--- config.mk ---
export PLATFORM = sky130hd
export DESIGN_NAME = mtw_slave
export DESIGN_NICKNAME = d
export VERILOG_FILES = /design/src/shared/mtw_pkg.sv /design/src/shared/mtw_mem_if.sv /design/src/design/mtw_reg_mem.sv /design/src/design/mtw_slave.sv
export SDC_FILE = /design/constraint.sdc
export NUM_CORES = 1
export LEC_CHECK = 0
export ABC_CLOCK_PERIOD_IN_PS = 4400
export BUFFER_PORTS_ARGS = -buffer_cell sky130_fd_sc_hd__buf_4
export CELL_PAD_IN_SITES_DETAIL_PLACEMENT = 1
export CELL_PAD_IN_SITES_GLOBAL_PLACEMENT = 1
export CORE_MARGIN = 2
export CORE_UTILIZATION = 35
export DETAILED_ROUTE_END_ITERATION = 10
export PLACE_DENSITY_LB_ADDON = 0.15
export SYNTH_ARGS = -nofsm -noshare
export SYNTH_HDL_FRONTEND = slang
export SYNTH_HIERARCHICAL = 1
export SYNTH_SLANG_ARGS = --single-unit
--- constraint.sdc ---
create_clock -name clk_sys -period 4.4 [get_ports clk_sys]
set_clock_uncertainty 0.15 [all_clocks]
set_input_delay 0.44 -clock clk_sys [delete_from_list [all_inputs] [get_ports clk_sys]]
set_output_delay 0.44 -clock clk_sys [all_outputs]
set_load 0.02 [all_outputs]
--- src/shared/mtw_pkg.sv ---
// Constants, types and reset values shared by the two-wire slave files.
package mtw_pkg;

  // ----------------------------------------------------------------
  // Register pointers and reset values
  // ----------------------------------------------------------------
  localparam logic [7:0] PTR_CFG1 = 8'h00;
  localparam logic [7:0] PTR_CFG2 = 8'h01;
  localparam logic [7:0] PTR_MASK = 8'h03;
  localparam logic [7:0] PTR_CTRL = 8'h04;
  localparam logic [7:0] PTR_RESET = 8'h00;
  localparam logic [15:0] CFG1_RESET = 16'h0007;
  localparam logic [15:0] CFG2_RESET = 16'hf800;
  localparam logic [15:0] MASK_RESET = 16'hffff;
  localparam logic [15:0] CTRL_RESET = 16'h0000;
  localparam logic [15:0] WORD_ZERO = 16'h0000;

  // ----------------------------------------------------------------
  // Field positions and codes
  // ----------------------------------------------------------------
  localparam int CFG1_RST_BIT = 15;
  localparam int MODE_MSB = 2;
  localparam int MODE_LSB = 0;
  localparam logic [2:0] MODE_STOP_NOW = 3'h0;
  localparam logic [2:0] MODE_STOP_AT_END = 3'h4;
  localparam int TEMP_EN_MSB = 15;
  localparam int TEMP_EN_LSB = 11;
  localparam logic [4:0] TEMP_ALL_OFF = 5'h00;
  localparam int CTRL_ALERT_BIT = 0;
  localparam int CTRL_POL_BIT = 1;
  localparam int CTRL_LATCH_BIT = 2;
  localparam logic [4:0] ADDR_BASE = 5'h17;
  localparam logic [4:0] HS_CODE_HI = 5'h01;
  localparam logic [7:0] GC_ADDR = 8'h00;
  localparam logic [7:0] GC_RESET_CMD = 8'h06;
  localparam logic [1:0] SEL_GND = 2'h0;
  localparam logic [1:0] SEL_VPLUS = 2'h1;
  localparam logic [1:0] SEL_SDA = 2'h2;
  localparam logic [1:0] SEL_SCL = 2'h3;
  localparam logic [3:0] BITS_PER_BYTE = 4'h8;

  // ----------------------------------------------------------------
  // Timing
  // ----------------------------------------------------------------
  localparam int unsigned TIMEOUT_MS = 28;
  localparam longint unsigned CLK_HZ = 64'd125000000;
  localparam int unsigned TIMEOUT_CYCLES =
    int'((64'(TIMEOUT_MS) * CLK_HZ) / 64'd1000);
  localparam logic [3:0] FILT_FAST_CYC = 4'h4;
  localparam logic [3:0] FILT_HS_CYC = 4'h1;

  // ----------------------------------------------------------------
  // State encodings
  // ----------------------------------------------------------------
  typedef enum logic [2:0] {
    ST_IDLE = 3'b000,
    ST_RX = 3'b001,
    ST_RX_ACK = 3'b010,
    ST_TX = 3'b011,
    ST_TX_ACK = 3'b100,
    ST_IGNORE = 3'b101
  } mtw_state_type;

  typedef enum logic [2:0] {
    RL_ADDR = 3'b000,
    RL_PTR = 3'b001,
    RL_MSB = 3'b010,
    RL_LSB = 3'b011,
    RL_GC = 3'b100,
    RL_DONE = 3'b101
  } mtw_role_type;

endpackage : mtw_pkg
--- src/shared/mtw_mem_if.sv ---
// Interface joining the slave core to its register store.
`timescale 1ns/1ps
interface mtw_mem_if #(
  parameter int AW = 5,
  parameter int DW = 16
);
  logic we;
  logic [AW-1:0] waddr;
  logic [DW-1:0] wdata;
  logic [AW-1:0] raddr;
  logic [DW-1:0] rdata;
  logic clr;

  modport ctrl (output we, output waddr, output wdata, output raddr,
                output clr, input rdata);
  modport store (input we, input waddr, input wdata, input raddr,
                 input clr, output rdata);
endinterface : mtw_mem_if

--- src/design/mtw_reg_mem.sv ---
// Word store for the general registers behind the pointer.
`timescale 1ns/1ps
module mtw_reg_mem #(
  parameter int AW = 5,
  parameter int DW = 16
) (
  input wire logic clk_sys,
  input wire logic reset,
  input wire logic ce,
  mtw_mem_if.store mem
);
  localparam int DEPTH = 1 << AW;

  logic [DW-1:0] words [DEPTH];

  // ----------------------------------------------------------------
  // Storage
  // ----------------------------------------------------------------
  // A flop array rather than a RAM, so a reset can clear every word.
  always_ff @(posedge clk_sys) begin
    if (reset || (ce && mem.clr)) begin
      for (int i = 0; i < DEPTH; i++) begin
        words[i] <= '0;
      end
    end else if (ce && mem.we) begin
      words[mem.waddr] <= mem.wdata;
    end
  end

  always_ff @(posedge clk_sys) begin
    if (reset) begin
      mem.rdata <= '0;
    end else if (ce) begin
      mem.rdata <= words[mem.raddr];
    end
  end
endmodule : mtw_reg_mem

--- src/design/mtw_slave.sv ---
// Two-wire slave access logic of the system monitor.
// Function
// - First byte after write address is pointer.
// - Acknowledge own configured slave address.
// - Load received pointer byte into pointer.
// - Next two bytes form word, MSB first.
// - Reads return register selected by pointer.
// - Pointer-only write updates the read target.
// - Transmit MSB, then LSB after master ack.
// - Release data line on NACK, START, STOP.
// - Pointer persists until a later write.
// - Detect START and STOP on data edges.
// - Master decides byte count; acknowledge each. General call: bytes after the command byte get no ACK.
// - Hold acknowledge low through ninth clock high.
// - Ignore high-speed code, switch to high-speed filters.
// - Leave high-speed operation on STOP.
// - Reset bit or general call 06h restores power-up.
// - Reset masks status bits, disables alert.
// - Reset makes watchdogs active-low and transparent.
// - Mode code 000 stops voltage measurement now.
// - Mode code 100 stops after current conversion.
// - Zero temperature enables stop temperature now.
// - Clearing bit 15 stops temperature after conversion.
// - Address select pin picks one of four.
// - Bus timeout resets the interface.
// - General call acknowledged; 06h resets everything.
// - Pointer holds zero after reset.
`timescale 1ns/1ps
module mtw_slave
  import mtw_pkg::*;
#(
  parameter int unsigned TIMEOUT_CYC = TIMEOUT_CYCLES,
  parameter int MEM_DEPTH = 32
) (
  input wire logic clk_sys,
  input wire logic reset,
  input wire logic ce,
  input wire logic scl_in,
  input wire logic sda_in,
  output logic sda_out,
  output logic sda_oe,
  input wire logic address_select_pin,
  output logic [15:0] cfg1_word,
  output logic [15:0] cfg2_word,
  output logic [2:0] volt_mode,
  output logic volt_stop_now,
  output logic volt_stop_at_end,
  output logic [4:0] temp_enable,
  output logic temp_stop_now,
  output logic temp_stop_at_end,
  output logic conv_abort,
  output logic [15:0] status_mask,
  output logic alert_enable,
  output logic wdog_active_high,
  output logic wdog_latched,
  output logic hs_mode
);
  localparam int AW = $clog2(MEM_DEPTH);
  localparam int TO_W = $clog2(TIMEOUT_CYC + 1);

  if (MEM_DEPTH < 2 || MEM_DEPTH > 128 ||
      (MEM_DEPTH & (MEM_DEPTH - 1)) != 0) begin : g_bad_depth
    $error("MEM_DEPTH must be a power of two from 2 to 128.");
  end
  if (TIMEOUT_CYC < 2) begin : g_bad_timeout
    $error("TIMEOUT_CYC must be at least 2.");
  end

  // ----------------------------------------------------------------
  // Pin synchronisers and spike filters
  // ----------------------------------------------------------------
  logic [1:0] pin_meta;
  logic [1:0] pin_sync;
  logic [1:0] pin_filt;
  logic asel_meta;
  logic asel_sync;
  logic [3:0] filt_len;

  always_ff @(posedge clk_sys) begin
    if (reset) begin
      pin_meta <= 2'h3;
      pin_sync <= 2'h3;
      asel_meta <= 1'b0;
      asel_sync <= 1'b0;
    end else if (ce) begin
      pin_meta <= {sda_in, scl_in};
      pin_sync <= pin_meta;
      asel_meta <= address_select_pin;
      asel_sync <= asel_meta;
    end
  end

  assign filt_len = hs_mode ? FILT_HS_CYC : FILT_FAST_CYC;

  for (genvar i = 0; i < 2; i++) begin : g_filt
    logic [3:0] cnt;
    logic level;
    always_ff @(posedge clk_sys) begin
      if (reset) begin
        cnt <= 4'h0;
        level <= 1'b1;
      end else if (ce) begin
        if (pin_sync[i] == level) begin
          cnt <= 4'h0;
        end else if (cnt >= filt_len) begin
          level <= pin_sync[i];
          cnt <= 4'h0;
        end else begin
          cnt <= cnt + 4'h1;
        end
      end
    end
    assign pin_filt[i] = level;
  end

  // ----------------------------------------------------------------
  // Bus events
  // ----------------------------------------------------------------
  logic scl;
  logic sda;
  logic scl_d;
  logic sda_d;
  logic scl_rise;
  logic scl_fall;
  logic start_det;
  logic stop_det;

  assign scl = pin_filt[0];
  assign sda = pin_filt[1];

  always_ff @(posedge clk_sys) begin
    if (reset) begin
      scl_d <= 1'b1;
      sda_d <= 1'b1;
    end else if (ce) begin
      scl_d <= scl;
      sda_d <= sda;
    end
  end

  assign scl_rise = scl && !scl_d;
  assign scl_fall = !scl && scl_d;
  assign start_det = scl && scl_d && sda_d && !sda;
  assign stop_det = scl && scl_d && !sda_d && sda;

  // ----------------------------------------------------------------
  // Protocol state
  // ----------------------------------------------------------------
  mtw_state_type state;
  mtw_role_type role;
  logic [3:0] bit_cnt;
  logic [7:0] rx_shift;
  logic [15:0] tx_shift;
  logic [15:0] next_tx;
  logic [7:0] msb_hold;
  logic [7:0] pointer;
  logic go_tx;
  logic first_byte;
  logic master_ack;
  logic bus_timeout;
  logic byte_end;
  logic [6:0] own_addr;
  logic [1:0] sel_code;
  logic sel_s1;
  logic sel_s2;
  logic sel_s3;
  logic is_hs;
  logic addr_hit;
  logic gc_hit;
  logic [15:0] rd_word;

  assign byte_end = scl_fall && state == ST_RX && bit_cnt == BITS_PER_BYTE;
  assign is_hs = first_byte && rx_shift[7:3] == HS_CODE_HI;
  assign addr_hit = rx_shift[7:1] == own_addr;
  assign gc_hit = rx_shift == GC_ADDR;
  assign next_tx = {tx_shift[14:0], tx_shift[15]};

  // The pin level is taken at START, at the first SCL fall and at the
  // first SCL rise; only that pattern tells a tie to SDA or SCL apart.
  always_ff @(posedge clk_sys) begin
    if (reset) begin
      sel_s1 <= 1'b0;
      sel_s2 <= 1'b0;
      sel_s3 <= 1'b0;
    end else if (ce) begin
      if (start_det) begin
        sel_s1 <= asel_sync;
      end
      if (state == ST_RX && first_byte && bit_cnt == 4'h0) begin
        if (scl_fall) begin
          sel_s2 <= asel_sync;
        end
        if (scl_rise) begin
          sel_s3 <= asel_sync;
        end
      end
    end
  end

  assign sel_code = sel_s1 ? (sel_s2 ? SEL_VPLUS : SEL_SCL)
                           : (sel_s3 ? SEL_SDA : SEL_GND);
  assign own_addr = {ADDR_BASE, sel_code};

  always_ff @(posedge clk_sys) begin
    if (reset) begin
      state <= ST_IDLE;
      role <= RL_ADDR;
      bit_cnt <= 4'h0;
      rx_shift <= 8'h00;
      tx_shift <= WORD_ZERO;
      msb_hold <= 8'h00;
      go_tx <= 1'b0;
      first_byte <= 1'b0;
      master_ack <= 1'b0;
      sda_oe <= 1'b0;
    end else if (ce) begin
      if (stop_det || bus_timeout) begin
        state <= ST_IDLE;
        sda_oe <= 1'b0;
      end else if (start_det) begin
        state <= ST_RX;
        role <= RL_ADDR;
        bit_cnt <= 4'h0;
        first_byte <= 1'b1;
        go_tx <= 1'b0;
        sda_oe <= 1'b0;
      end else begin
        unique case (state)
          ST_IDLE, ST_IGNORE: begin
            sda_oe <= 1'b0;
          end
          ST_RX: begin
            if (scl_rise) begin
              rx_shift <= {rx_shift[6:0], sda};
              bit_cnt <= bit_cnt + 4'h1;
            end else if (byte_end) begin
              first_byte <= 1'b0;
              state <= ST_RX_ACK;
              sda_oe <= 1'b1;
              unique case (role)
                RL_ADDR: begin
                  if (is_hs) begin
                    state <= ST_IGNORE;
                    sda_oe <= 1'b0;
                  end else if (addr_hit) begin
                    go_tx <= rx_shift[0];
                    role <= RL_PTR;
                    tx_shift <= rd_word;
                  end else if (gc_hit && !rx_shift[0]) begin
                    role <= RL_GC;
                  end else begin
                    state <= ST_IGNORE;
                    sda_oe <= 1'b0;
                  end
                end
                RL_PTR: role <= RL_MSB;
                RL_MSB: begin
                  msb_hold <= rx_shift;
                  role <= RL_LSB;
                end
                RL_LSB: role <= RL_MSB;
                RL_GC: role <= RL_DONE;
                RL_DONE: role <= RL_DONE;
                default: role <= RL_DONE;
              endcase
            end
          end
          ST_RX_ACK: begin
            if (scl_fall) begin
              bit_cnt <= 4'h0;
              if (go_tx) begin
                state <= ST_TX;
                sda_oe <= !tx_shift[15];
              end else begin
                state <= (role == RL_DONE) ? ST_IGNORE : ST_RX;
                sda_oe <= 1'b0;
              end
            end
          end
          ST_TX: begin
            if (scl_rise) begin
              bit_cnt <= bit_cnt + 4'h1;
            end else if (scl_fall) begin
              tx_shift <= next_tx;
              if (bit_cnt == BITS_PER_BYTE) begin
                state <= ST_TX_ACK;
                sda_oe <= 1'b0;
              end else begin
                sda_oe <= !next_tx[15];
              end
            end
          end
          ST_TX_ACK: begin
            if (scl_rise) begin
              master_ack <= !sda;
            end else if (scl_fall) begin
              bit_cnt <= 4'h0;
              if (master_ack) begin
                state <= ST_TX;
                sda_oe <= !tx_shift[15];
              end else begin
                state <= ST_IGNORE;
                sda_oe <= 1'b0;
              end
            end
          end
          default: begin
            state <= ST_IDLE;
            sda_oe <= 1'b0;
          end
        endcase
      end
    end
  end

  assign sda_out = 1'b0;

  // ----------------------------------------------------------------
  // Bus timeout and high-speed tracking
  // ----------------------------------------------------------------
  logic [TO_W-1:0] to_cnt;

  always_ff @(posedge clk_sys) begin
    if (reset) begin
      to_cnt <= '0;
    end else if (ce) begin
      if (state == ST_IDLE || scl_rise || scl_fall || start_det) begin
        to_cnt <= '0;
      end else if (!bus_timeout) begin
        to_cnt <= to_cnt + 1'b1;
      end else begin
        to_cnt <= '0;
      end
    end
  end

  assign bus_timeout = to_cnt == TO_W'(TIMEOUT_CYC - 1);

  always_ff @(posedge clk_sys) begin
    if (reset) begin
      hs_mode <= 1'b0;
    end else if (ce) begin
      if (stop_det) begin
        hs_mode <= 1'b0;
      end else if (byte_end && role == RL_ADDR && is_hs) begin
        hs_mode <= 1'b1;
      end
    end
  end

  // ----------------------------------------------------------------
  // Pointer and registers
  // ----------------------------------------------------------------
  logic wr_evt;
  logic ptr_evt;
  logic gc_evt;
  logic rst_evt;
  logic soft_rst;
  logic [15:0] wr_word;
  logic [15:0] ctrl_word;
  logic local_hit;
  logic mem_hit;

  mtw_mem_if #(.AW(AW), .DW(16)) mem_bus ();

  assign wr_word = {msb_hold, rx_shift};
  assign ptr_evt = byte_end && role == RL_PTR;
  assign wr_evt = byte_end && role == RL_LSB;
  assign gc_evt = byte_end && role == RL_GC &&
                  rx_shift == GC_RESET_CMD;
  assign rst_evt = gc_evt || (wr_evt && pointer == PTR_CFG1 &&
                   wr_word[CFG1_RST_BIT]);
  assign local_hit = pointer == PTR_CFG1 || pointer == PTR_CFG2 ||
                     pointer == PTR_MASK || pointer == PTR_CTRL;
  assign mem_hit = pointer < 8'(MEM_DEPTH) && !local_hit;

  always_ff @(posedge clk_sys) begin
    if (reset) begin
      soft_rst <= 1'b0;
    end else if (ce) begin
      soft_rst <= rst_evt;
    end
  end

  // The reset word is acted on one cycle later, after the ACK is set.
  always_ff @(posedge clk_sys) begin
    if (reset || (ce && soft_rst)) begin
      pointer <= PTR_RESET;
    end else if (ce && ptr_evt) begin
      pointer <= rx_shift;
    end
  end

  always_ff @(posedge clk_sys) begin
    if (reset || (ce && soft_rst)) begin
      cfg1_word <= CFG1_RESET;
      cfg2_word <= CFG2_RESET;
      status_mask <= MASK_RESET;
      ctrl_word <= CTRL_RESET;
    end else if (ce && wr_evt) begin
      if (pointer == PTR_CFG1) begin
        cfg1_word <= wr_word;
      end
      if (pointer == PTR_CFG2) begin
        cfg2_word <= wr_word;
      end
      if (pointer == PTR_MASK) begin
        status_mask <= wr_word;
      end
      if (pointer == PTR_CTRL) begin
        ctrl_word <= wr_word;
      end
    end
  end

  always_ff @(posedge clk_sys) begin
    if (reset) begin
      volt_stop_now <= 1'b0;
      volt_stop_at_end <= 1'b0;
      temp_stop_now <= 1'b0;
      temp_stop_at_end <= 1'b0;
      conv_abort <= 1'b0;
    end else if (ce) begin
      volt_stop_now <= wr_evt && pointer == PTR_CFG1 &&
        wr_word[MODE_MSB:MODE_LSB] == MODE_STOP_NOW;
      volt_stop_at_end <= wr_evt && pointer == PTR_CFG1 &&
        wr_word[MODE_MSB:MODE_LSB] == MODE_STOP_AT_END;
      temp_stop_now <= wr_evt && pointer == PTR_CFG2 &&
        wr_word[TEMP_EN_MSB:TEMP_EN_LSB] == TEMP_ALL_OFF;
      temp_stop_at_end <= wr_evt && pointer == PTR_CFG2 &&
        !wr_word[TEMP_EN_MSB] &&
        wr_word[TEMP_EN_MSB:TEMP_EN_LSB] != TEMP_ALL_OFF;
      conv_abort <= rst_evt;
    end
  end

  assign volt_mode = cfg1_word[MODE_MSB:MODE_LSB];
  assign temp_enable = cfg2_word[TEMP_EN_MSB:TEMP_EN_LSB];
  assign alert_enable = ctrl_word[CTRL_ALERT_BIT];
  assign wdog_active_high = ctrl_word[CTRL_POL_BIT];
  assign wdog_latched = ctrl_word[CTRL_LATCH_BIT];

  // Unmapped pointers read as zero and drop writes.
  always_comb begin
    rd_word = WORD_ZERO;
    if (pointer == PTR_CFG1) begin
      rd_word = cfg1_word;
    end else if (pointer == PTR_CFG2) begin
      rd_word = cfg2_word;
    end else if (pointer == PTR_MASK) begin
      rd_word = status_mask;
    end else if (pointer == PTR_CTRL) begin
      rd_word = ctrl_word;
    end else if (mem_hit) begin
      rd_word = mem_bus.rdata;
    end
  end

  assign mem_bus.we = wr_evt && mem_hit;
  assign mem_bus.waddr = pointer[AW-1:0];
  assign mem_bus.wdata = wr_word;
  assign mem_bus.raddr = pointer[AW-1:0];
  assign mem_bus.clr = soft_rst;

  mtw_reg_mem #(.AW(AW), .DW(16)) u_mem (
    .clk_sys(clk_sys),
    .reset(reset),
    .ce(ce),
    .mem(mem_bus.store)
  );
endmodule : mtw_slave

=== Word level (Yosys, flattened, before mapping) ===
Memories as Yosys holds them, arrays and structs flattened. A register that Yosys moved wholly into a read port is not among the register bits.
Cells that the tools add are included.

* Latch bits: 0
* Register bits after elaboration: 167
* ROM bits: 0
* Memories: 1
* RAM bits: 512
* Logic and storage cells: 273

{| class="wikitable"
|+ Memories
! name !! depth !! width !! rd ports !! clocked after Yosys merged registers in !! write ports !! RTL line !! source
|-
| u_mem.words || 32 || 16 || 1 || 1 || 32 || mtw_reg_mem.sv:14 || <nowiki>logic [DW-1:0] words [DEPTH];</nowiki>
|}

* Reduce and logical (&&, ||, !) cells: 90
* Multipliers: 0
* Bitwise operators: 5
* $add $sub $neg: 4
* Shift-type cells: 0
* Magnitude comparators: 3
* Equality and inequality tests: 43
* Multiplexer cells: 92
* Divide/modulo/power cells: 0

{| class="wikitable"
|+ Operator list
! kind !! number
|-
| 16-bit 2-to-1 mux || 13
|-
| 3-bit 2-to-1 mux || 25
|-
| 22-bit 2-to-1 mux || 2
|-
| 1-bit 2-to-1 mux || 35
|-
| 1-bit logical AND || 33
|-
| 4-bit 2-to-1 mux || 8
|-
| 16-bit one-hot mux with 2 select lines || 1
|-
| 4-bit inequality test (second input constant) || 7
|-
| 22-bit by 1-bit adder with 22-bit output (second input constant) || 1
|-
| 22-bit == test (second input constant) || 1
|-
| 5-bit AND reduction || 4
|-
| 8-bit by 3-bit == test with 1-bit output (second input constant) || 2
|-
| 8-bit logical NOT || 2
|-
| 8-bit AND reduction || 2
|-
| 16-bit OR reduction || 1
|-
| 3-bit == test (second input constant) || 5
|-
| 3-bit one-hot mux with 5 select lines || 1
|-
| 2-bit inequality test (second input constant) || 7
|-
| 7-bit AND reduction || 2
|-
| 4-bit by 1-bit adder with 4-bit output (second input constant) || 3
|-
| 3-bit by 2-bit == test with 1-bit output (second input constant) || 4
|-
| 4-bit one-hot mux with 3 select lines || 1
|-
| 2-bit AND reduction || 6
|-
| 3-bit AND reduction || 4
|-
| 29 further kinds || 67
|}

=== Depth between registers and ports, before layout ===
Gate-level depths: netlist (run 1).

* Depth in word-level cells: 17
* Mapped depth: 11
* Gate-level depth less buffers: 9

=== Hierarchy ===
The synthesis (run 1) kept the hierarchy.

{| class="wikitable"
|+ By module, submodules not included
! module !! cells an instance !! times used !! area an instance (µm²) !! seq. area each (µm²)
|-
| mtw_reg_mem || 1784 || 1 || 24332.1 || 15695.1
|-
| mtw_slave || 947 || 1 || 8125.3 || 3343.2
|}

=== Worst setup path before layout (run 1) ===
No wires, ideal clock.

* Kind: flip-flop to flip-flop
* Start: reg pointer[2]
* End: mem u_mem.words[21][0] (enable)
* Arrival time: 3482 ps
* Setup time: 411 ps
* Period minus slack after synthesis: 4043 ps
* Setup slack: 357 ps
* Stages on the path, launching flop included: 10
* Path through: dfxtp_1 buf_2 mux2i_1 a21boi_1 buf_2 and3_1 nor4b_1 nand3_1 clkbuf_1 o21ai_0

{| class="wikitable"
|+ RTL lines
! item !! RTL line !! source
|-
| start: declaration || mtw_slave.sv:156 || <nowiki>logic [7:0] pointer;</nowiki>
|-
| start signal: assignment || mtw_slave.sv:390 || <nowiki>pointer <= rx_shift;</nowiki>
|-
| end: declaration || mtw_reg_mem.sv:14 ||
|}

==> results by stage, run 1 <==
STA:
- The final critical path takes up between 80 and 90% of the cycle.
- The slew at the pin with the worst max-slew slack is 1.21 ns.
- The maximum operating frequency is approximately 270 MHz.
- The final-report hold violation count was 0.
- The total count of max-transition violations in the final report is 0.
- The worst path needs around 3.6 ns of the cycle, external delays included.
- Setup repair after global routing left no endpoint under its margin.
- Setup slack closes at approximately 0.76 ns.
- Setup violations remaining at the end of the flow were counted as 0.
- Summed over all failing endpoints, the final setup total negative slack is 0 ns.
- The relative slew slack is slightly below 20%.

Critical path:
- The category of the critical setup timing path is flip-flop to flip-flop.
- The maximum fanout encountered on the critical timing path is 16.
- The nature of the critical path endpoint is a flip-flop.
- For the worst flop-to-flop path, the logic depth is 8.
- The critical path launch point type is a flip-flop.
- STA puts the critical path data arrival time at 3.98 ns.
- The data required time of the worst path is 4.74 ns.

Global routing:
- The remaining global-route overflow is 0.
- The number of antenna violations at the first check in global routing is 3.
- The total track usage is about a fifth.
- The global-route wire length before repair is between 150 and 200 mm.
- The number of global-route vias before repair was 22.7k.
- Entering global routing, the biggest net connects 58 pins.

Clock tree:
- The tree is rooted in a clkbuf_16.
- In this run the number of H-tree levels came out at 3.
- In this run, CTS created clock tree buffers numbering just under 80.
- The sink count of the clock tree is 695.
- The setup fix buffers added after clock tree synthesis is 0.
- The clock tree from TritonCTS is built.
- The clock passes through at most 3 buffers.
- Clock latency on the worst-skew pair, taken at its later pin, is around 0.63 ns.
- After clock tree synthesis, the clock-pin slew on the worst setup and hold paths is around 0.060 ns.

Yosys:
- The most numerous cell in the Yosys netlist is and2_1.
- Summed over its instances, the top area cell type makes up 47.4% of the synthesized netlist area.
- When the netlist entered floorplanning its net count stood at around 2.7k.
- The post-synthesis cell count is approximately 2.7k.
- Among all flip-flop cells after synthesis, the most frequent one is edfxtp_1.
- Dividing the synthesized area by the synthesized cell count gives 11.9 sq um.
- Synthesis instantiated 76 different standard cells from the library.
- Summing every instance area after synthesis gives 0.0325 sq mm.
- The number of register bits inferred by synthesis is between 600 and 700.
- The commonest cells after synthesis are and2_1 (515), edfxtp_1 (512), mux2i_1 (350).
- The count of flip-flops with a built-in enable after synthesis is about 510.
- In the post-synthesis netlist, the biggest area contributors are edfxtp_1 (47%), dfxtp_1 (11%), mux2i_1 (11%), and2_1 (9.9%), a22oi_1 (3.1%).
- The largest area contributor in the synthesized netlist is edfxtp_1.
- Summing the sequential cell areas from Yosys gives around three fifths of the chip area.
- The proportion of synthesized flip-flops having asynchronous set or reset is 0%.
- The count of warnings emitted by yosys is 6.

Placement:
- After detailed placement, the total cell area comes to between 0.03 and 0.04 sq mm.
- The worst-case setup slack after placement is between 0.8 and 0.9 ns.
- Input and output buffers added on the ports amount to 71.
- Routability-driven placement finished with a final weighted congestion of around 0.83.
- The HPWL after detailed placement is about 65 mm.

Floorplan:
- Pin placement for this block handled 73 I/O pins.
- The region available for standard cell placement spans between 0.09 and 0.1 sq mm.
- The effective utilization at floorplan is a little over a third.
- The floorplan step set the die height to around 310 um.
- The die boundary width is between 300 and 400 um.
- The floorplan has roughly 110 rows.
- The floorplan step defined a die boundary enclosing 0.0952 sq mm.

Worst hold path:
- Counting instances, the worst hold path has a depth of 2.
- The class of the worst hold path is primary input to flip-flop.

Power:
- Summed over all cells, the static leakage comes to 12.4 nW.
- Power spread over the standard cell area amounts to 388 mW/mm^2.
- The worst voltage drop across the vdd grid is 0.280 mV.

Cells and area:
- At the end of the flow, the number of nets in the layout was between 2k and 3k.
- The area growth from synthesis to layout is 14.0%.
- The post-route netlist has 13.3% of its cells at a drive strength greater than 1.
- The finished cells cover 0.0370 sq mm.
- The number of fill cells is approximately 9.8k.

Run:
- Across the run, the number of max-cap violations was 0.

Route:
- The routed wire length per instance is 25.0 um.
- The remaining number of nets flagged by the antenna check after routing is 0.
- The DRC violation total after the first TritonRoute iteration is 1573.
- The post-detailed-routing wire length is roughly 100 mm.
- The number of design rule violations left after detail routing is 0.
- Before antenna repair, the detailed router went through 5 iterations.
- The via density per instance is 5.32.
- Summing over every cut layer, the via total after detailed routing is around 22k.

Outcome:
- The run finished with clean final reports.
[cells by family after synthesis]
family | share of synthesized area, %
multiplexers | 11.0
other | 0.0116
AND/OR/NAND/NOR | 16.9
buffers and inverters | 3.90
flip-flops | 58.7
AO/OA/AOI/OAI | 8.55
XOR/XNOR | 0.621
adder cells (fa/ha/maj) | 0.347
[worst max-delay path, stage by stage, from the launching register on]
cell and delay [ns]:
dfxtp_1 0.54, or3b_1 0.50, nor3_4 0.36, and3_1 0.23, nor4b_1 0.39, nand3_1 0.15
buf_4 0.28, nor2_1 0.65, and2_1 0.24
[flip-flops by register name, summed over array words and instances (netlist names), 2 cells and up]
register         cells
u_mem/mem.rdata     16
status_mask         16
cfg2_word           16
cfg1_word           16
role                 3
pin_meta             2
msb_hold             8
ctrl_word           16
state                3
rx_shift             8
g_filt.level         2
bit_cnt              4
u_mem/words        512
to_cnt              22
tx_shift            16
pointer              8
g_filt.cnt           8
pin_sync             2
[power breakdown]
part | switching [mW] | internal (mW) | total [mW]
sequential | 0.0871 | 7.26 | 7.35
clock | 2.78 | 3.84 | 6.62
combinational | 0.269 | 0.117 | 0.385
[final cells by class]
type,count,area (sq um),area share (%)
Antenna cell,4,10.0,0.0271
Clock buffer,110,2250,6.08
Clock inverter,37,340,0.920
Inverter,15,56.3,0.152
Multi-Input combinational cell,1779,12200,33.0
Sequential cell,695,19100,51.5
Tap cell,1243,1560,4.20
Timing Repair Buffer,197,1540,4.15
[layout by cell type (no fill, tap or decap), types with 7 or more instances in the layout]
master / n
a211oi_2: 16
a21oi_1: 123
a221oi_1: 16
a22oi_1: 133
a31o_2: 7
and2_1: 514
and3_1: 12
buf_4: 190
clkbuf_1: 21
clkbuf_16: 84
clkinv_1: 10
clkinv_2: 14
dfxtp_1: 166
dfxtp_2: 16
edfxtp_1: 512
ha_1: 9
inv_1: 15
mux2i_1: 350
nand2_1: 93
nand2b_1: 13
nand3_1: 52
nand3b_1: 8
nand4_1: 10
nor2_1: 189
nor3_1: 26
nor4_1: 7
o21ai_0: 14
o21ai_1: 33
o2bb2ai_1: 13
o31ai_1: 7
or4_1: 17
xnor2_1: 8
xor2_1: 15
[through the flow]
step	hold WS [ns]	std cells	utilization (%)	power, mW
after floorplan	0.277	2731	-	7.70
after global placement	0.287	3926	37.4	7.85
after global routing	0.124	4076	40.3	14.8
after CTS	0.0716	4076	40.3	14.5
after detailed placement	0.298	3926	37.4	7.87
final	0.0967	4080	40.3	14.4
[timing repair]
action	in CTS	in global routing
hold endpoints to repair	3	0
hold buffers	3	0
gates resized for setup	0	0
[metal layers]
| layer | part of all wire [%] | track usage [%] |
|---|---|---|
| met1 | 46 | 29.7 |
| met2 | 46 | 33.9 |
| met3 | 5.2 | 3.26 |
| met4 | 3.1 | 7.39 |
| met5 | 0.013 | 0 |
[path summary, 6_finish.rpt]
path,from,endpoint,slack (ns)
setup / recovery,state[0]$_SDFFE_PP0P_,u_mem/words[25][14]$_SDFFCE_PN0P_,0.76
hold / removal,reset,temp_stop_now$_SDFFE_PP0P_,0.1
setup reg to reg,state[0]$_SDFFE_PP0P_,u_mem/words[25][14]$_SDFFCE_PN0P_,0.76
hold reg to reg,sel_s2$_SDFFE_PP0P_,sel_s2$_SDFFE_PP0P_,0.30
Note: power is estimated with default switching activity, not from simulation.
==> inputs of run 2 (changes only) <==
ABC_CLOCK_PERIOD_IN_PS = 3330   (was 4400)
clock period = 3.33 ns   (was 4.4 ns; I/O delays follow)
==> run 2 against run 1 <==
Against the previous run:
- global-route usage fell by 0.81 points
- total power rose by 34%
- flip-flop and latch count did not move
- final cell count rose by 0.69%
- setup slack got worse by 0.57 ns
- non-clock buffer count rose by 26
- critical path type unchanged
- combinational power rose by 37%
- worst hold slack got worse by 0.021 ns
==> results by stage, run 2 (synthesis gave the netlist of run 1 again) <==
Outcome:
- The run finished with clean final reports.

Power:
- The worst voltage drop across the vdd grid is around 0.32 mV.
- In this run the power density over the cells is ~510 mW/mm^2.
- The static power due to leakage is 12.6 nW.

Worst hold path:
- The tightest min-delay check is of the primary input to flip-flop type.
- The source of the worst hold timing path is ce.
- The worst hold path was traced through 3 stages.
- The worst hold path terminates at to_cnt[1]$_SDFFE_PP0P_.

Cells and area:
- In the layout the commonest cells are and2_1 (514), edfxtp_1 (512), mux2i_1 (350).
- The area growth from synthesis to layout is 15.6%.
- The flip-flop count of the largest register after layout is 512.
- The count of placed standard cells in the final layout, fillers left out is 4108.
- The largest registers in the layout are u_mem/words (512), to_cnt (22).
- After the last flow step, the layout net total stands at 2811.
- More flip-flops sit in one register than any other, and that register is u_mem/words.
- Cells with a size suffix above 1 make up about 15% of the layout.
- The commonest non-fill, non-tap cell in the layout is and2_1.

Route:
- For this block, the initial DRC count from the detailed router was ~1.3k.
- The routed wire length per instance is ~24 um.
- For this run, design rule violations remaining after detail routing come to 0.
- The routed design has roughly 98 mm of wire.
- The first TritonRoute pass finished after 5 iterations.
- Dividing the detail-routed via count by the number of cells gives about 5.3.
- The total number of vias is roughly 22k.
- The remaining number of nets flagged by the antenna check after routing is 0.

Placement:
- The number of placed instances, taps included, is around 4.0k.
- The quantity of I/O buffers inserted on ports is slightly above 70.
- The weighted congestion reported at the end of routability-driven placement is between 0.7 and 0.8.
- Detailed placement finished with a half-perimeter wire length of 62.7 mm.

STA:
- The total count of max-transition violations in the final report came to 0.
- Timing would allow up to 318 MHz.
- The accumulated negative setup slack is 0 ns.
- Headroom to the max-slew limit came out at 27.4%.
- The slew at the pin with the worst max-slew slack is around 1.1 ns.
- The final critical-path share of the clock period is 94.5%.
- Setup repair after global routing left no endpoint under its margin.
- The final-report hold violation count is 0.
- The post-route minimum period is approximately 3.1 ns.
- Setup violations remaining at the end of the flow were counted as 0.

Critical path:
- Broken down by cell family, the worst path's largest delay share belongs to simple AND/OR/NAND/NOR gates.
- The worst register-to-register path ends at u_mem/words[1][6]$_SDFFCE_PN0P_.
- The critical path's slowest cell is nor4b_1.
- The worst register-to-register path begins at bit_cnt[0]$_SDFFE_PP0P_.
- Counting cells, the worst reg-to-reg path comes to 10.
- Data on the critical path is required at its endpoint by roughly 3.5 ns.
- By startpoint and endpoint, the worst setup path is classified as flip-flop to flip-flop.
- The dominant cell type by count on the critical path is buf_4.
- The worst setup path is captured at a flip-flop.
- The maximum fanout encountered on the critical timing path is 16.
- The worst stage delay on the critical path is 0.41 ns.
- Walking the worst path, the cells encountered are inv_1 -> ha_1 -> nand3b_1 -> nor3_4 -> and3_1 -> nor4b_1 -> nand3_1 -> buf_4 -> o21ai_4 -> buf_4.
- The total buffers and inverters traversed by the critical path is 3.
- Data arrives at the worst endpoint at between 3 and 4 ns.
- STA classifies the critical path startpoint as a flip-flop.
- The setup slack of the worst register-to-register path is roughly 0.18 ns.

Floorplan:
- The placeable core area is slightly above 0.09 sq mm.
- The floorplan has ~110 rows.
- The die outline area is approximately 0.095 sq mm.
- The floorplan step set the die height to between 300 and 400 um.
- The die boundary width is between 300 and 400 um.
- In this run the count of I/O pins placed on the die edge is 73.
- For this configuration, the core starts out at a cell density of between 30% and 40%.

Clock tree:
- The tree is rooted in a clkbuf_16.
- Clock tree synthesis inserted a total of 82 buffers.
- The depth of the CTS H-tree is 3.
- The post-cts sizing count is 0.
- The insertion delay of the later-clocked pin in the worst-skew pair is 0.65 ns.
- The tree built by TritonCTS fans out to between 600 and 700 sinks.
- The number of buffers between clock root and the deepest sink is 3.
- The clock tree from TritonCTS is built.
- Clock-pin slew was measured on the worst setup and hold paths at around 0.06 ns.
- The setup fix buffers added after clock tree synthesis is 0.

Run:
- Across the run, the number of max-cap violations was 0.

Global routing:
- The remaining global-route overflow is 0.
- The first global-routing pass estimated roughly 150 mm of wire.
- The pin count of the biggest net entering global routing is 65.
- The total track usage is 20.5%.
- The number of antenna violations at the first check in global routing is 12.
- The number of global-route vias before repair is 22.9k.
==> run 2: cell count changes in the layout (fill, tap and decap cells not counted), moves of 2 or more <==
cell / change
clkinv_4: +2
o21ai_4: +6
buf_12: +9
o21ai_1: -14
bufinv_16: +4
clkinv_2: -3
inv_6: +3
o21ai_2: +8
buf_4: +16
clkbuf_1: -6
clkinv_1: +3
==> run 2: stage by stage <==
stage / area [sq um] / worst slack (ns) / power (mW) / util [%] / hold slack (ns)
6_report: 37500 / 0.183 / 19.3 / 40.9 / 0.0753
3_5_place_dp: 34800 / 0.237 / 10.4 / 37.9 / 0.298
5_1_grt: 37500 / 0.0559 / 19.9 / 40.9 / 0.0897
4_1_cts: 37500 / 0.195 / 19.5 / 40.9 / 0.0334
2_1_floorplan: 32600 / -0.130 / 10.2 / - / 0.277
3_3_place_gp: 34800 / 0.266 / 10.4 / 37.9 / 0.290
==> run 2: layout make-up <==
cell class | instances | area (sq um)
antenna | 4 | 10.0
clock buffer | 105 | 2220
clock inverter | 44 | 463
fill | 9671 | 54300
inverter | 15 | 56.3
multi-input combinational | 1779 | 12300
sequential | 695 | 19100
tap | 1243 | 1560
timing repair buffer | 223 | 1850
==> run 2: worst reg2reg max path, delay by kind of cell (launching register included) <==
family	cells	cell delay (ns)
buf+inv	3	0.68
compound gates	1	0.18
fa+ha+maj	1	0.19
flops	1	0.34
simple gates	5	1.27
==> run 2: layer usage <==
| metal | wire length, um | share of wire (%) | track usage [%] | up-vias |
|---|---|---|---|---|
| met3 | 3800 | 3.9 | 2.96 | 125 |
| met1 | 43900 | 45 | 26.9 | 11100 |
| met2 | 47400 | 49 | 35.2 | 399 |
| met5 | 37 | 0.038 | 0 | - |
| met4 | 2380 | 2.4 | 6.13 | 6 |
| li1 | - | - | - | 9983 |
==> run 2: timing repair <==
item | CTS | global route
endpoints found under the setup margin | 0 | 0
hold buffers | 4 | 0
endpoints found under the hold margin | 22 | 0
==> run 2: how the worst max path moves through the flow <==
stage / from / to / cells after the start
after floorplan: pointer[2]$_SDFFE_PP0P_ / u_mem/words[8][0]$_SDFFCE_PN0P_ / 9
after global placement: state[1]$_SDFFE_PP0P_ / u_mem/words[1][6]$_SDFFCE_PN0P_ / 8
after detailed placement: bit_cnt[0]$_SDFFE_PP0P_ / u_mem/words[1][6]$_SDFFCE_PN0P_ / 10
after CTS: bit_cnt[0]$_SDFFE_PP0P_ / u_mem/words[1][6]$_SDFFCE_PN0P_ / 10
after global routing: bit_cnt[0]$_SDFFE_PP0P_ / u_mem/words[1][6]$_SDFFCE_PN0P_ / 10
final: bit_cnt[0]$_SDFFE_PP0P_ / u_mem/words[1][6]$_SDFFCE_PN0P_ / 10
==> run 2: where the power goes <==
part	switching (mW)	internal (mW)
registers	0.125	9.60
logic	0.357	0.172
clock network	3.66	5.36
total	4.14	15.1
==> inputs of run 3 (changes only) <==
CTS_BUF_LIST = sky130_fd_sc_hd__clkbuf_4   (was unset)
==> run 3 against run 2 <==
Against the previous run:
- critical path depth did not move
- total power decreased by 5.8%
- sequential share of layout area increased by 0.11 points
- register-to-register slack hardly changed
- critical path type unchanged
- largest cell class unchanged
==> results by stage, run 3 (synthesis gave the netlist of run 1 again) <==
Outcome:
- The run finished with clean final reports.

Route:
- The via density per instance is about 5.1.
- For this run, the detailed router's first-pass iteration total came to 5.
- The routed layout has approximately 22k vias.
- The detail route stage leaves a number of antenna-violating nets equal to 0.
- The final layout contains routed wiring with a total length of 98.6 mm.
- Dividing the detail-routed wire length by the instance count gives ~23 um.
- After the first detailed-routing iteration, the DRC count stood at between 1k and 1.5k.
- For this run, design rule violations remaining after detail routing come to 0.

Placement:
- The weighted congestion reported at the end of routability-driven placement is about 0.80.
- Including well taps, the total number of placed cells is approximately 4.0k.
- The quantity of I/O buffers inserted on ports is 71.
- Once detailed placement completed, the half-perimeter wirelength came to 62.7 mm.

Power:
- In this run switching power makes up between 20 and 25% of total power.
- The worst voltage drop across the vdd grid is roughly 0.28 mV.
- Cell internal power was estimated by the tool at roughly 14 mW.
- Sequential cells burn around 54% of the power.
- The power share of the combinational group is 3.0%.
- Of the total power, the clock network draws approximately 44%.
- In this run the power density over the cells is ~480 mW/mm^2.
- The net switching power is 4.21 mW.
- The static power due to leakage is roughly 13 nW.

Floorplan:
- The placeable core area is 0.0918 sq mm.
- Once the floorplan was initialized, standard cells occupied 35.4% of the core.
- The vertical die dimension is 309 um.
- The initialized floorplan defines about 110 standard-cell rows.
- The I/O pin count is 73.
- The die boundary width is between 300 and 400 um.
- The die outline area is ~0.095 sq mm.

Global routing:
- The remaining global-route overflow is 0.
- The met1 track demand over resource in global routing is between 20 and 30%.
- The global routing stage identified its most utilized layer as met2.
- Global routing consumed, on the met2 layer, between 30% and 40% of the routing resources.
- For this run, the total global-route usage over all layers was measured as a little over a fifth.
- The routing usage on met3 is around 4.2%.
- The number of antenna violations at the first check in global routing is 15.
- Entering global routing, the biggest net connects 65 pins.
- The number of global-route vias before repair is around 24k.
- The global-route wire length before repair is 149 mm.

Clock tree:
- The sink count of the clock tree is approximately 700.
- The number of buffers created by CTS is 192.
- TritonCTS built the clock tree.
- The insertion delay of the later-clocked pin in the worst-skew pair is 1.09 ns.
- In this run the post-CTS setup repair buffer count came out at 0.
- The clock slew seen by the registers of the worst setup and hold paths is 0.06 ns.
- The tree is rooted in a clkbuf_4.
- In this run the deepest clock path goes through 3 buffers.
- The depth of the CTS H-tree is 4.

Cells and area:
- In the layout the commonest cells are and2_1 (514), edfxtp_1 (512), mux2i_1 (350).
- The commonest non-fill, non-tap cell in the layout is and2_1.
- The count of nets after finishing is approximately 2.9k.
- Ranked by flip-flop count, first place goes to u_mem/words.
- The flip-flop count of the largest register after layout is ~510.
- The area growth from synthesis to layout is 15.3%.
- The share of final-layout standard cells stronger than drive strength 1 is ~20%.
- In the final layout, the registers with the most flip-flops are u_mem/words (512), to_cnt (22).
- Leaving out filler cells and counting taps, the final layout contains between 4k and 5k.
- The fraction of the core area covered by cells at the end of the flow is between 40% and 50%.

STA:
- Of the available clock period, the critical path in the final layout requires between 90 and 100%.
- The total count of max-transition violations in the final report was 0.
- The final number of setup-violating endpoints is 0.
- The post-route minimum period is roughly 3.2 ns.
- The maximum operating frequency is approximately 320 MHz.
- The slew at the pin with the worst max-slew slack is 1.11 ns.
- Setup repair after global routing left no endpoint under its margin.
- Headroom to the max-slew limit came out at between 20% and 30%.
- Adding up every negative setup slack in the final design gives 0 ns.
- The final-report hold violation count was 0.

Critical path:
- STA puts the critical path data required time at approximately 3.9 ns.
- Walking the worst path, the cells encountered are inv_1 -> ha_1 -> nand3b_1 -> nor3_4 -> and3_1 -> nor4b_1 -> nand3_1 -> buf_4 -> o21ai_4 -> buf_4.
- The critical path launch point type is a flip-flop.
- Among the stages of the critical path, the cell type that occurs most often is buf_4.
- In this design, the stage delay of the slowest critical-path cell is 0.40 ns.
- The arrival time at the worst endpoint is approximately 3.7 ns.
- On the critical path the largest part of the delay comes from simple AND/OR/NAND/NOR gates.
- The worst setup path is captured at a flip-flop.
- The maximum fanout encountered on the critical timing path is 16.
- The category of the critical setup timing path is flip-flop to flip-flop.
- The slowest stage of the critical path is the nor4b_1 cell.
- The total buffers and inverters traversed by the critical path is 3.

Run:
- The number of maximum-capacitance violations is 0.

Worst hold path:
- The worst hold path belongs to the class primary input to flip-flop.
run 3: cell count changes in the layout (fill, tap and decap cells not counted), sizes merged:
| cell | before | now |
|---|---|---|
| bufinv | 8 | 4 |
| inv | 21 | 22 |
| clkbuf | 105 | 281 |
| diode | 4 | 8 |
| clkinv | 28 | 49 |
| dlygate4sd3 | 4 | 16 |
| clkinvlp | 2 | 1 |
run 3: timing repair:
action                    4_1_cts  5_1_grt
resized for setup               0        0
hold endpoints to repair      239        0
hold buffers                   16        0
run 3: power by group through the flow:
stage | Clock (mW) | Combinational, mW | Sequential (mW)
2_1_floorplan | 0 | 0.321 | 9.85
3_3_place_gp | 0 | 0.520 | 9.89
3_5_place_dp | 0 | 0.533 | 9.91
4_1_cts | 8.18 | 0.551 | 9.72
5_1_grt | 8.64 | 0.591 | 9.74
6_report | 7.89 | 0.543 | 9.72
run 3: routing by layer:
layer	vias to the layer above	part of all wire [%]
met5	-	0.041
met4	6	2.6
met3	155	3.9
met2	450	49
met1	11200	45
li1	10400	-
run 3: worst reg2reg max path: stages, from the launching register on:
cell      delay, ns
dfxtp_1        0.34
inv_1          0.09
ha_1           0.19
nand3b_1       0.25
nor3_4         0.27
and3_1         0.22
nor4b_1        0.40
nand3_1        0.13
buf_4          0.30
o21ai_4        0.20
buf_4          0.27
run 3: stage by stage:
stage	hold WS, ns	setup WS, ns	power [mW]	cell area, sq um
after floorplan	0.277	-0.130	10.2	32600
after global placement	0.290	0.266	10.4	34800
after detailed placement	0.298	0.237	10.4	34800
after CTS	0.0269	0.191	18.5	37400
after global routing	0.138	0.0259	19.0	37400
final	0.182	0.179	18.2	37400
run 3: layout make-up:
| type | instances | area [sq um] |
|---|---|---|
| Antenna cell | 8 | 20.0 |
| Clock buffer | 281 | 2110 |
| Clock inverter | 61 | 364 |
| Fill cell | 9830 | 54400 |
| Inverter | 15 | 56.3 |
| Multi-Input combinational cell | 1779 | 12300 |
| Sequential cell | 695 | 19100 |
| Tap cell | 1243 | 1560 |
| Timing Repair Buffer | 235 | 1970 |
run 3: path summary, 6_finish.rpt:
check	cells after the start	end	slack [ns]	startpoint
min	4	to_cnt[1]$_SDFFE_PP0P_	0.18	ce
max	10	u_mem/words[25][5]$_SDFFCE_PN0P_	0.18	bit_cnt[0]$_SDFFE_PP0P_
max reg2reg	10	u_mem/words[25][5]$_SDFFCE_PN0P_	0.18	bit_cnt[0]$_SDFFE_PP0P_
min reg2reg	2	sel_s2$_SDFFE_PP0P_	0.31	sel_s2$_SDFFE_PP0P_
